File: src/ssp_map.vh
// register offsets, fields, reset values and timing counts
`ifndef SSP_MAP_VH
`define SSP_MAP_VH
`define SSP_CTL1_OFF 12'h000
`define SSP_CTL2_OFF 12'h004
`define SSP_CTL3_OFF 12'h008
`define SSP_OWNADDR_OFF 12'h00C
`define SSP_MASK_OFF 12'h010
`define SSP_BUF_OFF 12'h014
`define SSP_STAT_OFF 12'h018
`define SSP_IRQ_STAT_OFF 12'h01C
`define SSP_IRQ_CLR_OFF 12'h020
`define SSP_IRQ_EN_OFF 12'h024
`define SSP_MASK_RESET 8'hff
`define SSP_MODE_SLAVE7 4'h6
`define SSP_MODE_SLAVE10 4'h7
`define SSP_MODE_MASTER 4'h8
`define SSP_MODE_FWMASTER 4'hb
`define SSP_CTL1_EN_BIT 5
`define SSP_CTL2_GENERAL_CALL_ENABLE_BIT 7
`define SSP_CTL2_ACK_VALUE_SELECT_BIT 5
`define SSP_CTL2_RSEN_BIT 1
`define SSP_CTL2_PEN_BIT 2
`define SSP_CTL2_SEN_BIT 0
`define SSP_CTL3_ADDRESS_HOLD_ENABLE_BIT 1
`define SSP_HALF_BIT 16'h0032
`endif

File: src/ssp_i2c.v
// i2c address match and master control of the sync serial port
//
// The register addresses and the APB slave port are this design's own decisions.
`include "ssp_map.vh"
module ssp_i2c #(
    parameter HALF_BIT = `SSP_HALF_BIT
) (
    // apb slave
    input wire pclk,
    input wire presetn,
    input wire psel,
    input wire penable,
    input wire pwrite,
    input wire [11:0] paddr,
    input wire [31:0] pwdata,
    output reg [31:0] prdata,
    output wire pready,
    output wire pslverr,
    // i2c pins
    input wire scl_in,
    output wire scl_out,
    output wire scl_oe,
    input wire sda_in,
    output wire sda_out,
    output wire sda_oe,
    // interrupt
    output wire irq
);
    localparam ST_IDLE = 3'd0;
    localparam ST_START = 3'd1;
    localparam ST_BIT = 3'd2;
    localparam ST_ACK = 3'd3;
    localparam ST_STOP = 3'd4;
    localparam ST_RSTART = 3'd5;
    reg [7:0] ctl1;
    reg [7:0] ctl2;
    reg [7:0] ctl3;
    reg [7:0] own_address_reg;
    reg [7:0] address_mask_reg;
    reg [7:0] port_data_buffer;
    reg [7:0] receive_shift_reg;
    reg [3:0] irq_stat;
    reg [3:0] irq_en;
    reg start_seen, stop_seen, update_address_flag, write_collision_flag, hold_scl;
    reg [3:0] bit_cnt;
    reg addr_phase, hi_byte_next, ack_drive, slave_active;
    reg [2:0] mst_state;
    reg [15:0] mst_cnt;
    reg [3:0] mst_bits;
    reg mst_phase, mst_scl_low, mst_sda_low, mst_rx;
    reg [7:0] mst_shift;
    wire scl_s, sda_s, start_det, stop_det, scl_rise, scl_fall;
    wire port_enable = ctl1[`SSP_CTL1_EN_BIT];
    wire [3:0] port_mode_select = ctl1[3:0];
    wire general_call_enable = ctl2[`SSP_CTL2_GENERAL_CALL_ENABLE_BIT];
    wire ack_value_select = ctl2[`SSP_CTL2_ACK_VALUE_SELECT_BIT];
    wire address_hold_enable = ctl3[`SSP_CTL3_ADDRESS_HOLD_ENABLE_BIT];
    wire is_master = port_enable && port_mode_select == `SSP_MODE_MASTER;
    wire is_fw = port_enable && port_mode_select == `SSP_MODE_FWMASTER;
    wire is_slave = port_enable && (port_mode_select == `SSP_MODE_SLAVE7 ||
        port_mode_select == `SSP_MODE_SLAVE10);
    wire ten_bit = port_mode_select == `SSP_MODE_SLAVE10;
    wire wr_acc = psel && penable && pwrite;
    wire mst_busy = mst_state != ST_IDLE;
    ssp_sync u_scl (.pclk(pclk), .presetn(presetn), .din(scl_in), .dout(scl_s));
    ssp_sync u_sda (.pclk(pclk), .presetn(presetn), .din(sda_in), .dout(sda_s));
    ssp_cond u_cond (.pclk(pclk), .presetn(presetn), .scl(scl_s), .sda(sda_s),
        .start_det(start_det), .stop_det(stop_det), .scl_rise(scl_rise),
        .scl_fall(scl_fall));
    wire [7:0] low_mask = ten_bit ? address_mask_reg : {address_mask_reg[7:1], 1'b0};
    wire low_match = ((receive_shift_reg ^ own_address_reg) & low_mask) == 8'h00;
    wire hi_match = receive_shift_reg[7:3] == 5'b11110 &&
        receive_shift_reg[2:1] == own_address_reg[2:1];
    wire gc_match = general_call_enable && receive_shift_reg == 8'h00;
    wire addr_match = gc_match || (hi_byte_next ? hi_match : low_match);
    wire ev_slave_byte = is_slave && scl_fall && bit_cnt == 4'd8 && slave_active;
    wire ev_gc = is_slave && scl_fall && bit_cnt == 4'd8 && addr_phase && gc_match;
    wire mst_done_start = mst_state == ST_START && mst_cnt == 16'd0 && mst_phase;
    wire mst_done_stop = mst_state == ST_STOP && mst_cnt == 16'd0 && mst_phase;
    wire mst_done_rs = mst_state == ST_RSTART && mst_cnt == 16'd0 && mst_phase;
    wire mst_done_byte = mst_state == ST_BIT && mst_cnt == 16'd0 && mst_phase &&
        mst_bits == 4'd7;
    wire mst_done_ack = mst_state == ST_ACK && mst_cnt == 16'd0 && mst_phase;
    wire cond_ev = (start_det || stop_det) && !is_master;
    wire flag_set = ev_slave_byte || ev_gc || (is_fw && cond_ev) ||
        mst_done_start || mst_done_stop || mst_done_rs || mst_done_byte ||
        mst_done_ack;
    wire write_collision_flag_set = wr_acc && paddr == `SSP_BUF_OFF && is_master &&
        mst_busy;
    wire [3:0] irq_set = {write_collision_flag_set, stop_det && !is_master,
        start_det && !is_master, flag_set};
    always @(posedge pclk or negedge presetn)
    begin
        if (!presetn)
        begin
            ctl1 <= 8'h00;
            ctl2 <= 8'h00;
            ctl3 <= 8'h00;
            own_address_reg <= 8'h00;
            address_mask_reg <= `SSP_MASK_RESET;
            irq_en <= 4'h0;
        end
        else
        begin
            if (wr_acc && paddr == `SSP_CTL1_OFF)
                ctl1 <= pwdata[7:0];
            if (wr_acc && paddr == `SSP_CTL2_OFF)
                ctl2 <= pwdata[7:0];
            else if (mst_done_start || mst_done_stop || mst_done_rs)
                ctl2[2:0] <= 3'b000;
            if (wr_acc && paddr == `SSP_CTL3_OFF)
                ctl3 <= pwdata[7:0];
            if (wr_acc && paddr == `SSP_OWNADDR_OFF)
                own_address_reg <= pwdata[7:0];
            if (wr_acc && paddr == `SSP_MASK_OFF)
                address_mask_reg <= pwdata[7:0];
            if (wr_acc && paddr == `SSP_IRQ_EN_OFF)
                irq_en <= pwdata[3:0];
        end
    end
    always @(posedge pclk or negedge presetn)
    begin
        if (!presetn)
            irq_stat <= 4'h0;
        else if (wr_acc && paddr == `SSP_IRQ_CLR_OFF)
            irq_stat <= (irq_stat & ~pwdata[3:0]) | irq_set;
        else
            irq_stat <= irq_stat | irq_set;
    end
    assign irq = |(irq_stat & irq_en);
    always @(posedge pclk or negedge presetn)
    begin
        if (!presetn)
        begin
            start_seen <= 1'b0;
            stop_seen <= 1'b0;
        end
        else if (!port_enable || start_det || stop_det)
        begin
            start_seen <= port_enable && start_det;
            stop_seen <= port_enable && !start_det && stop_det;
        end
    end
    // slave receive, address match and clock hold
    always @(posedge pclk or negedge presetn)
    begin
        if (!presetn)
        begin
            receive_shift_reg <= 8'h00;
            port_data_buffer <= 8'h00;
            bit_cnt <= 4'd0;
            addr_phase <= 1'b0;
            hi_byte_next <= 1'b0;
            slave_active <= 1'b0;
            update_address_flag <= 1'b0;
            ack_drive <= 1'b0;
            hold_scl <= 1'b0;
            write_collision_flag <= 1'b0;
        end
        else
        begin
            if (write_collision_flag_set)
                write_collision_flag <= 1'b1;
            else if (wr_acc && paddr == `SSP_STAT_OFF)
                write_collision_flag <= 1'b0;
            if (wr_acc && paddr == `SSP_BUF_OFF && !write_collision_flag_set)
                port_data_buffer <= pwdata[7:0];
            if (!is_slave || start_det || stop_det)
            begin
                bit_cnt <= 4'd0;
                addr_phase <= start_det;
                hi_byte_next <= start_det && ten_bit;
                slave_active <= 1'b0;
                ack_drive <= 1'b0;
                hold_scl <= 1'b0;
            end
            else
            begin
                if (wr_acc && paddr == `SSP_STAT_OFF)
                    update_address_flag <= 1'b0;
                if (scl_rise && bit_cnt < 4'd8)
                begin
                    receive_shift_reg <= {receive_shift_reg[6:0], sda_s};
                    bit_cnt <= bit_cnt + 4'd1;
                end
                if (scl_fall && bit_cnt == 4'd8)
                begin
                    if (addr_phase && addr_match)
                    begin
                        port_data_buffer <= receive_shift_reg;
                        slave_active <= 1'b1;
                        ack_drive <= !address_hold_enable;
                        hold_scl <= address_hold_enable;
                        update_address_flag <= ten_bit && !gc_match;
                        hi_byte_next <= hi_byte_next && !gc_match && !receive_shift_reg[0];
                        addr_phase <= hi_byte_next && !gc_match && !receive_shift_reg[0];
                    end
                    else if (!addr_phase && slave_active)
                    begin
                        port_data_buffer <= receive_shift_reg;
                        ack_drive <= !ack_value_select;
                    end
                    bit_cnt <= 4'd9;
                end
                else if (scl_fall && bit_cnt == 4'd9 && !hold_scl)
                begin
                    ack_drive <= 1'b0;
                    bit_cnt <= 4'd0;
                end
                if (hold_scl && wr_acc && paddr == `SSP_CTL3_OFF && pwdata[0])
                begin
                    hold_scl <= 1'b0;
                    ack_drive <= !ack_value_select;
                end
            end
        end
    end
    // master sequencer
    always @(posedge pclk or negedge presetn)
    begin
        if (!presetn)
        begin
            mst_state <= ST_IDLE;
            mst_cnt <= 16'd0;
            mst_phase <= 1'b0;
            mst_bits <= 4'd0;
            mst_scl_low <= 1'b0;
            mst_sda_low <= 1'b0;
            mst_shift <= 8'h00;
            mst_rx <= 1'b0;
        end
        else if (!is_master)
        begin
            mst_state <= ST_IDLE;
            mst_scl_low <= 1'b0;
            mst_sda_low <= 1'b0;
        end
        else if (mst_state == ST_IDLE)
        begin
            mst_cnt <= HALF_BIT[15:0];
            mst_phase <= 1'b0;
            if (ctl2[`SSP_CTL2_SEN_BIT])
                mst_state <= ST_START;
            else if (ctl2[`SSP_CTL2_RSEN_BIT])
                mst_state <= ST_RSTART;
            else if (ctl2[`SSP_CTL2_PEN_BIT])
                mst_state <= ST_STOP;
            else if (wr_acc && paddr == `SSP_BUF_OFF)
            begin
                mst_shift <= pwdata[7:0];
                mst_bits <= 4'd0;
                mst_rx <= 1'b0;
                mst_state <= ST_BIT;
            end
        end
        else if (mst_cnt != 16'd0)
            mst_cnt <= mst_cnt - 16'd1;
        else
        begin
            mst_cnt <= HALF_BIT[15:0];
            mst_phase <= !mst_phase;
            case (mst_state)
                ST_START, ST_RSTART:
                begin
                    if (!mst_phase)
                    begin
                        mst_scl_low <= 1'b0;
                        mst_sda_low <= mst_state == ST_START;
                    end
                    else
                    begin
                        mst_sda_low <= 1'b1;
                        mst_scl_low <= 1'b1;
                        mst_state <= ST_IDLE;
                    end
                end
                ST_BIT:
                begin
                    if (!mst_phase)
                    begin
                        mst_sda_low <= !mst_shift[7];
                        mst_scl_low <= 1'b0;
                    end
                    else
                    begin
                        mst_scl_low <= 1'b1;
                        mst_shift <= {mst_shift[6:0], sda_s};
                        mst_bits <= mst_bits + 4'd1;
                        if (mst_bits == 4'd7)
                            mst_state <= ST_ACK;
                    end
                end
                ST_ACK:
                begin
                    if (!mst_phase)
                    begin
                        mst_sda_low <= mst_rx && !ack_value_select;
                        mst_scl_low <= 1'b0;
                    end
                    else
                    begin
                        mst_scl_low <= 1'b1;
                        mst_state <= ST_IDLE;
                    end
                end
                ST_STOP:
                begin
                    if (!mst_phase)
                    begin
                        mst_sda_low <= 1'b1;
                        mst_scl_low <= 1'b0;
                    end
                    else
                    begin
                        mst_sda_low <= 1'b0;
                        mst_state <= ST_IDLE;
                    end
                end
                default:
                    mst_state <= ST_IDLE;
            endcase
        end
    end
    assign scl_out = 1'b0;
    assign sda_out = 1'b0;
    assign scl_oe = (is_master && mst_scl_low) || (is_slave && hold_scl);
    assign sda_oe = (is_master && mst_sda_low) || (is_slave && ack_drive);
    assign pready = 1'b1;
    assign pslverr = 1'b0;
    always @(posedge pclk or negedge presetn)
    begin
        if (!presetn)
            prdata <= 32'h0000_0000;
        else if (psel && !penable && !pwrite)
        begin
            case (paddr)
                `SSP_CTL1_OFF: prdata <= {24'h00_0000, ctl1};
                `SSP_CTL2_OFF: prdata <= {24'h00_0000, ctl2};
                `SSP_CTL3_OFF: prdata <= {24'h00_0000, ctl3};
                `SSP_OWNADDR_OFF: prdata <= {24'h00_0000, own_address_reg};
                `SSP_MASK_OFF: prdata <= {24'h00_0000, address_mask_reg};
                `SSP_BUF_OFF: prdata <= {24'h00_0000, port_data_buffer};
                `SSP_STAT_OFF: prdata <= {26'h000_0000, write_collision_flag,
                    update_address_flag, stop_seen, start_seen, hold_scl, mst_busy};
                `SSP_IRQ_STAT_OFF: prdata <= {28'h000_0000, irq_stat};
                `SSP_IRQ_EN_OFF: prdata <= {28'h000_0000, irq_en};
                default: prdata <= 32'h0000_0000;
            endcase
        end
    end
endmodule // ssp_i2c

File: src/ssp_sync.v
// two-flop synchroniser for one pin level
module ssp_sync (
    // clock and reset
    input wire pclk,
    input wire presetn,
    // level in and out
    input wire din,
    output reg dout
);
    reg meta;
    always @(posedge pclk or negedge presetn)
    begin
        if (!presetn)
        begin
            meta <= 1'b1;
            dout <= 1'b1;
        end
        else
        begin
            meta <= din;
            dout <= meta;
        end
    end
endmodule // ssp_sync

File: src/ssp_cond.v
// start and stop condition detector on synchronised lines
module ssp_cond (
    // clock and reset
    input wire pclk,
    input wire presetn,
    // synchronised lines
    input wire scl,
    input wire sda,
    // events
    output wire start_det,
    output wire stop_det,
    output wire scl_rise,
    output wire scl_fall
);
    reg scl_d;
    reg sda_d;
    always @(posedge pclk or negedge presetn)
    begin
        if (!presetn)
        begin
            scl_d <= 1'b1;
            sda_d <= 1'b1;
        end
        else
        begin
            scl_d <= scl;
            sda_d <= sda;
        end
    end
    assign start_det = scl & scl_d & sda_d & ~sda;
    assign stop_det = scl & scl_d & ~sda_d & sda;
    assign scl_rise = scl & ~scl_d;
    assign scl_fall = ~scl & scl_d;
endmodule // ssp_cond

File: config.mk
export PLATFORM = sky130hd
export DESIGN_NAME = ssp_i2c
export DESIGN_NICKNAME = d
export VERILOG_FILES = /design/src/ssp_i2c.v /design/src/ssp_sync.v /design/src/ssp_cond.v
export VERILOG_INCLUDE_DIRS = /design/src
export SDC_FILE = /design/constraint.sdc
export NUM_CORES = 1
export LEC_CHECK = 0
export BUFFER_PORTS_ARGS = -buffer_cell sky130_fd_sc_hd__buf_2
export CORE_UTILIZATION = 49
export CTS_BUF_LIST = sky130_fd_sc_hd__clkbuf_4
export CTS_CLUSTER_SIZE = 20
export DETAILED_ROUTE_END_ITERATION = 10
export PLACE_DENSITY = 0.72
export SLEW_MARGIN = 20
export SYNTH_ARGS = -nofsm -noshare
export SYNTH_HDL_FRONTEND = slang
export SYNTH_SLANG_ARGS = --single-unit
File: constraint.sdc
create_clock -name pclk -period 2.44 [get_ports pclk]
set_input_delay 0 -clock pclk [delete_from_list [all_inputs] [get_ports pclk]]
set_output_delay 0 -clock pclk [all_outputs]
set_load 0.1 [all_outputs]
==> results.py, run 1 <==
metrics = {
    "sta": {
        "setup_violations": 0,
        "fin_skew_ns": 0.0166,
        "fin_crit_sh_pct": 99.1,
        "hold_viol_final": 0,
        "slew_headroom_pct": 45.7,
        "period_needed_ns": 2.42,
        "timing.hold.ws_ns": 0.0532,
        "rsz0062_at_grt": "yes",
        "tightest_slew_ns": 0.807,
        "layout_setup_ws_ns": 0.0225,
        "slew_viol_final": 0,
        "fmax_mhz": 414,
    },
    "floorplan": {
        "dieArea_um2": 14200,
        "num_rows": 42,
        "fp.dieW_um": 119,
        "initial_core_util_pct": 50.5,
        "ios": 90,
        "die_y_um": 119,
        "core_area_um2": 13300,
    },
    "worst_setup_path": {
        "reg2reg_from": "mst_cnt[11]$_DFFE_PN0N_",
        "crit_path_cell_trace": "or3_4, or3_4, o31a_1, a221o_1, or4_1, a21oi_2",
        "cpPeakStageDelay_ns": 0.49,
        "cp.arrival_ns": 2.88,
        "cp-end-kind": "flip-flop",
        "crit_cells": 6,
        "critPathTopFamily": "simple AND/OR/NAND/NOR gates",
        "required_ns": 2.91,
        "critPathKind": "flip-flop to flip-flop",
        "cp-start-kind": "flip-flop",
        "cp.buffers_inverters": 0,
        "path_max_fanout": 4,
        "r2r-end": "mst_state[0]$_DFFE_PN0P_",
        "r2r_cells": 6,
        "reg2reg_slack_ns": 0.02,
        "slowest_stage": "or4_1",
        "crit_top_cell": "or3_4",
    },
    "clocking": {
        "h-tree-depth": 4,
        "clkLatencyLatePin_ns": 0.54,
        "numCtsBuffers": 17,
        "cts_root_buf": "clkbuf_4",
        "clk_pin_slew_worst_paths_ns": 0.10,
        "cts_tree": "built",
        "clkSinkCount": 125,
        "ctsLongestPathBuffers": 2,
    },
    "power_and_ir_drop": {
        "leakage_nw": 3.63,
        "ir_drop_mv": 0.234,
        "powerDensity_nw_per_um2": 502,
        "power.total_mw": 3.90,
    },
    "grt": {
        "grtUsageTotal_pct": 26.2,
        "grt_max_degree": 55,
        "grt_pass1_wl_um": 28500,
        "antenna_found_initial": 0,
        "overflow": 0,
        "grt_pass1_vias": 5419,
    },
    "worst_hold_path": {
        "hold_depth": 4,
        "hold_end": "prdata[0]$_DFFE_PN0P_",
        "hold_class": "input pin to flip-flop",
        "hold_start": "psel",
    },
    "synthesis": {
        "synth_top_cell_area_share_pct": 41.4,
        "synthFlopType": "dfrtp_1",
        "yosysWarnings": 0,
        "syn_area_um2": 6720,
        "yosysTopAreaCell": "dfrtp_1",
        "avgSynthCellArea_um2": 10.2,
        "synth_cells": 660,
        "synth_edf_count": 0,
        "synth_seq_cells": 125,
        "synth_cell_types": 65,
        "synthArstFlopShare_pct": 100,
        "yosysSeqAreaShare_pct": 46.8,
        "synthTopCellsByArea": "dfrtp_1 41%, mux2_2 11%, dfstp_2 5.5%, o21ai_0 4.2%, nand2_1 4.0%",
    },
    "layout": {
        "syn2layout_area_growth_pct": 15.6,
        "largest_register": "mst_cnt",
        "largest_reg_flops": 16,
        "nNetsFinal": 802,
        "drive_gt1_share_pct": 26.3,
        "n_antenna_cell": 0,
    },
    "routing": {
        "num_vias": 5557,
        "ant_nets": 0,
        "drt_iter0_markers": 517,
        "wl_um": 17300,
        "drc": 0,
        "detail_route.wl_per_cell_um": 18.6,
        "via_per_inst": 5.95,
        "drt_first_pass_iters": 5,
    },
    "place": {
        "dp_hpwl_um": 12600,
        "pre_cts_ws_ns": 0.0359,
        "portBuffers": 37,
        "gp_congestion": 0.932,
    },
    "run_status": {
        "status": "complete, no violations",
    },
    "job": {
        "drv_cap": 0,
    },
}
worst min-delay path, cell delays in order:
cell     delay (ns)
buf_2          0.11
or3b_2         0.31
nand2_1        0.08
o21ai_0        0.06
power breakdown:
group | internal [mW] | total, mW | switching [mW]
combinational | 0.0654 | 0.374 | 0.309
sequential | 2.08 | 2.09 | 0.00742
clock | 0.701 | 1.43 | 0.731
total | 2.85 | 3.90 | 1.05
worst max path at each step:
stage	startpoint	end	slack, ns
global route	mst_cnt[11]$_DFFE_PN0N_	mst_state[0]$_DFFE_PN0P_	-0.03
floorplan	mst_cnt[10]$_DFFE_PN0N_	mst_state[0]$_DFFE_PN0P_	-0.0007
finish	mst_cnt[11]$_DFFE_PN0N_	mst_state[0]$_DFFE_PN0P_	0.02
detailed placement	mst_cnt[11]$_DFFE_PN0N_	mst_state[0]$_DFFE_PN0P_	0.04
CTS	mst_cnt[11]$_DFFE_PN0N_	mst_state[0]$_DFFE_PN0P_	0.0002
global placement	mst_state[2]$_DFFE_PN0P_	mst_bits[3]$_DFFE_PN0P_	0.08
cell families after synthesis:
group	share of synthesized area, %
buf+inv	5.35
xor+xnor	1.70
flops	46.8
simple gates	16.1
compound gates	13.0
mux	15.8
other cells	0.112
fa+ha+maj	1.12
per-layer routing:
layer | track usage, % | wire, um | up-vias | part of all wire (%)
met5 | 0 | 0 | - | 0
met4 | 12.4 | 545 | 0 | 3.1
met3 | 5.56 | 1260 | 35 | 7.3
met2 | 40.2 | 8040 | 245 | 46
met1 | 35.5 | 7490 | 2744 | 43
li1 | - | - | 2533 | -
stage by stage:
step / instances / utilization (%) / TNS, ns / instance area [um^2]
2_1_floorplan: 686 / - / -0.000660 / 6810
3_3_place_gp: 881 / 54.5 / 0 / 7240
3_5_place_dp: 881 / 54.5 / 0 / 7240
4_1_cts: 932 / 58.0 / 0 / 7700
5_1_grt: 934 / 58.4 / -0.0295 / 7760
6_report: 934 / 58.4 / 0 / 7760
Yosys cell counts, types with 3 or more instances:
cell	number
nand2_1	71
a21o_1	3
o21a_1	3
nand3b_1	4
o22ai_1	3
a22oi_1	7
a21oi_1	21
buf_4	28
ha_1	6
o211ai_1	3
and2_1	3
nand3_1	16
a22o_1	9
xor2_1	11
inv_1	9
nor2b_1	4
nor2_1	41
mux2_2	66
nand4b_1	5
or3_1	11
a31oi_1	10
dfrtp_1	111
o21ai_0	56
mux4_2	4
buf_1	7
nor4_1	11
dfstp_2	14
mux2i_1	23
nor4_2	3
nor3b_1	3
clkbuf_1	21
nand2b_1	3
nor3_1	26
layout by cell type, fill, tap and decap left out, drive strengths merged, types with 14 or more instances in the layout:
cell type      n
clkbuf        19
conb          28
o21ai         57
mux2          66
dfrtp        111
nor3          26
mux2i         23
dfstp         14
nor4          14
dlygate4sd3   19
a21oi         21
nand2         71
buf           79
nand3         16
nor2          41
final cells by class:
class	count	area, um^2
Fill cell	1118	5530
Multi-Input combinational cell	494	3350
Sequential cell	125	3150
Timing Repair Buffer	98	736
Tap cell	176	220
Clock buffer	19	143
Clock inverter	13	129
Inverter	9	33.8
timing repair:
item	4_1_cts	5_1_grt
endpoints found under the hold margin	161	0
endpoints found under the setup margin	0	22
hold buffers	19	0
setup buffers	0	2
gates resized for setup	0	7
Power figures use the tool's default switching activity.
==> inputs of run 2 (changes only) <==
--- a/config.mk
+++ b/config.mk
@@ -7,12 +7,12 @@
 export NUM_CORES = 1
 export LEC_CHECK = 0
 export BUFFER_PORTS_ARGS = -buffer_cell sky130_fd_sc_hd__buf_2
-export CORE_UTILIZATION = 49
+export CORE_UTILIZATION = 35
 export CTS_BUF_LIST = sky130_fd_sc_hd__clkbuf_4
 export CTS_CLUSTER_SIZE = 20
 export DETAILED_ROUTE_END_ITERATION = 10
-export PLACE_DENSITY = 0.72
 export SLEW_MARGIN = 20
 export SYNTH_ARGS = -nofsm -noshare
 export SYNTH_HDL_FRONTEND = slang
+export SYNTH_HIERARCHICAL = 1
 export SYNTH_SLANG_ARGS = --single-unit
==> constraint.sdc (replaced) <==
create_clock -name pclk -period 2.44 [get_ports pclk]
set_input_delay 0.366 -clock pclk [delete_from_list [all_inputs] [get_ports pclk]]
set_output_delay 0.366 -clock pclk [all_outputs]
set_load 0.1 [all_outputs]
==> run 2 against run 1 <==
Clock skew up 0.014 ns; via count is 5.3% lower; die area rose by 41%; global-route usage shrank 7.4 points; fmax up 2.2%; power is 1.4% higher; first-iteration DRC count down 17%; sequential power about the same; cell area up 2.1%; clock power up 3%; area after synthesis grew 1.4%; critical endpoint is now mst_shift[1]$_DFFE_PN0P_; largest cell class unchanged; highest routed layer unchanged.
==> results.py, run 2 <==
metrics = {
    "layout": {
        "multiInputGateArea_um2": 3480,
        "nNetsFinal": 800,
        "largest_register": "mst_cnt",
        "final_common_cell": "dfrtp_1",
        "syn2layout_area_growth_pct": 16.4,
        "seqCellArea_um2": 3150,
        "final_cell_mix": "110 x dfrtp_1, 75 x nand2_1, 64 x mux2_2, 59 x nor2_1, 48 x buf_4",
        "drive_gt1_share_pct": 29.9,
        "fillers": 1893,
        "largest_reg_flops": 16,
    },
    "grt": {
        "overflow": 0,
        "grt_pass1_vias": 5036,
        "grtUsageTotal_pct": 18.9,
        "antenna_found_initial": 1,
        "grt_max_degree": 58,
        "grt_pass1_wl_um": 28400,
    },
    "power_and_ir_drop": {
        "p_int_mw": 2.87,
        "powerDensity_nw_per_um2": 499,
        "switchingPower_mw": 1.08,
        "power.total_mw": 3.95,
        "p_seq_share_pct": 52.9,
        "p_sw_share_pct": 27.4,
        "leakage_nw": 3.74,
        "ir_drop_mv": 0.267,
        "p_comb_share_pct": 9.6,
        "clkPwrFrac_pct": 37.5,
    },
    "run_status": {
        "status": "complete, no violations",
    },
    "sta": {
        "tightest_slew_ns": 0.552,
        "slew_headroom_pct": 62.9,
        "setup_tns_ns": 0,
        "hold_viol_final": 0,
        "setup_violations": 0,
        "fin_crit_sh_pct": 96.9,
        "fin_skew_ns": 0.0307,
        "slew_viol_final": 0,
        "rsz0062_at_grt": "no",
        "period_needed_ns": 2.36,
        "fmax_mhz": 423,
    },
    "clocking": {
        "clk_pin_slew_worst_paths_ns": 0.12,
        "clkSinkCount": 125,
        "clkLatencyLatePin_ns": 0.58,
        "ctsLongestPathBuffers": 2,
        "numCtsBuffers": 17,
        "h-tree-depth": 4,
        "cts_root_buf": "clkbuf_4",
        "cts_tree": "built",
    },
    "worst_setup_path": {
        "cp.arrival_ns": 2.82,
        "r2r_cells": 6,
        "path_max_fanout": 8,
        "cp-start-kind": "flip-flop",
        "r2r-end": "mst_shift[1]$_DFFE_PN0P_",
        "reg2reg_from": "mst_cnt[8]$_DFFE_PN0N_",
        "cp-end-kind": "flip-flop",
        "required_ns": 2.89,
        "critPathKind": "flip-flop to flip-flop",
        "reg2reg_slack_ns": 0.08,
    },
    "synthesis": {
        "synth_cell_types": 75,
        "synthFlopType": "dfrtp_1",
        "synth_cells": 661,
        "yosysTopAreaCell": "dfrtp_1",
        "avgSynthCellArea_um2": 10.3,
        "synth_top_cell_area_share_pct": 40.8,
        "synthTopCellsByArea": "dfrtp_1 41%, mux2_2 11%, dfstp_2 5.4%, nand2_1 4.1%, nor2_1 3.3%",
        "synth_edf_count": 0,
        "synthArstFlopShare_pct": 100,
        "synth_seq_cells": 125,
        "syn_area_um2": 6810,
        "synth_most_common_cell": "dfrtp_1",
        "yosysSeqAreaShare_pct": 46.2,
        "yosys-top-cells-count": "111 x dfrtp_1, 75 x nand2_1, 64 x mux2_2, 59 x nor2_1, 28 x buf_4",
        "yosysWarnings": 6,
    },
    "routing": {
        "ant_nets": 0,
        "wl_um": 17900,
        "detail_route.wl_per_cell_um": 17.6,
        "via_per_inst": 5.18,
        "drc": 0,
        "drt_iter0_markers": 427,
        "num_vias": 5264,
        "drt_first_pass_iters": 5,
    },
    "floorplan": {
        "num_rows": 50,
        "ios": 90,
        "core_area_um2": 18900,
        "initial_core_util_pct": 36.0,
        "die_y_um": 141,
        "dieArea_um2": 20000,
        "fp.dieW_um": 141,
    },
    "worst_hold_path": {
        "hold_class": "input pin to flip-flop",
        "hold_start": "pwdata[7]",
        "hold_end": "ctl2[7]$_DFFE_PN0P_",
        "hold_depth": 3,
    },
    "job": {
        "drv_cap": 0,
    },
    "place": {
        "gp_congestion": 0.891,
        "dp_hpwl_um": 13100,
        "portBuffers": 37,
    },
}
-- run 2: cell types whose count changed after synthesis, moves of 8 or more --
cell,previous run,this run
nor3_1,26,15
nor2_1,41,59
xnor2_1,2,10
o21ai_0,56,25
-- run 2: worst max-delay path by stage --
| stage | start | endpoint | slack (ns) | cells after the start |
|---|---|---|---|---|
| after global routing | mst_cnt[8]$_DFFE_PN0N_ | mst_shift[3]$_DFFE_PN0P_ | 0.02 | 6 |
| after detailed placement | mst_cnt[8]$_DFFE_PN0N_ | mst_state[2]$_DFFE_PN0P_ | 0.01 | 6 |
| final | mst_cnt[8]$_DFFE_PN0N_ | mst_shift[1]$_DFFE_PN0P_ | 0.08 | 6 |
| after global placement | mst_cnt[8]$_DFFE_PN0N_ | mst_state[2]$_DFFE_PN0P_ | 0.05 | 6 |
| after floorplan | mst_cnt[8]$_DFFE_PN0N_ | mst_shift[6]$_DFFE_PN0P_ | 0.1 | 7 |
| after CTS | mst_cnt[8]$_DFFE_PN0N_ | mst_shift[1]$_DFFE_PN0P_ | 0.02 | 6 |
-- run 2: routing by layer --
layer | track usage (%) | wire, um
met2 | 30.0 | 8110
met4 | 5.21 | 261
met1 | 26.0 | 8400
met5 | 0 | 0
met3 | 3.98 | 1080
-- run 2: repair_timing --
action,CTS,global route
gates resized for setup,5,6
pin swaps,0,3
buffers inserted,0,3
endpoints found under the hold margin,30,0
gates cloned,0,1
endpoints found under the setup margin,4,17
hold buffers,3,0
-- run 2: power groups by stage --
stage | Clock, mW | Combinational [mW] | Sequential [mW]
2_1_floorplan | 0 | 0.289 | 2.13
3_3_place_gp | 0 | 0.377 | 2.13
3_5_place_dp | 0 | 0.377 | 2.13
4_1_cts | 1.51 | 0.381 | 2.09
5_1_grt | 1.62 | 0.402 | 2.09
6_report | 1.48 | 0.378 | 2.09
-- run 2: through the flow --
stage	instances	hold slack (ns)	setup slack (ns)	util, %	cell area (um^2)
2_1_floorplan	687	0.0704	0.0998	-	6910
3_3_place_gp	978	0.347	0.0542	39.9	7540
3_5_place_dp	978	0.347	0.0122	39.9	7540
4_1_cts	1013	0.0719	0.0165	41.6	7870
5_1_grt	1017	0.0513	0.0165	41.9	7930
6_report	1017	0.0738	0.0755	41.9	7930
-- run 2: final cells by class --
class                      count  share of cell area, %
timing repair buffer          90                   8.34
antenna                        1                 0.0316
multi-input combinational    500                   43.9
clock inverter                12                   1.64
sequential                   125                   39.7
clock buffer                  20                   1.89
inverter                       9                  0.426
tap                          260                   4.10
-- run 2: kinds of logic (layout without fill, tap and decap cells) --
family / after synthesis / after routing / share of synthesized area, %
AO/OA/AOI/OAI: 102 / 103 / 9.98
adder cells (fa/ha/maj): 6 / 6 / 1.10
flip-flops: 125 / 125 / 46.2
other: 2 / 29 / 0.110
XOR/XNOR: 25 / 25 / 3.22
buffers and inverters: 63 / 131 / 5.16
multiplexers: 89 / 89 / 15.4
AND/OR/NAND/NOR: 249 / 249 / 18.9
-- run 2: critical path, stage by stage (launching register included) --
cell     delay (ns)
dfrtp_1        0.40
or4_4          0.57
or4_4          0.44
or3_4          0.40
a21o_4         0.28
nand2_1        0.07
o21ai_1        0.06
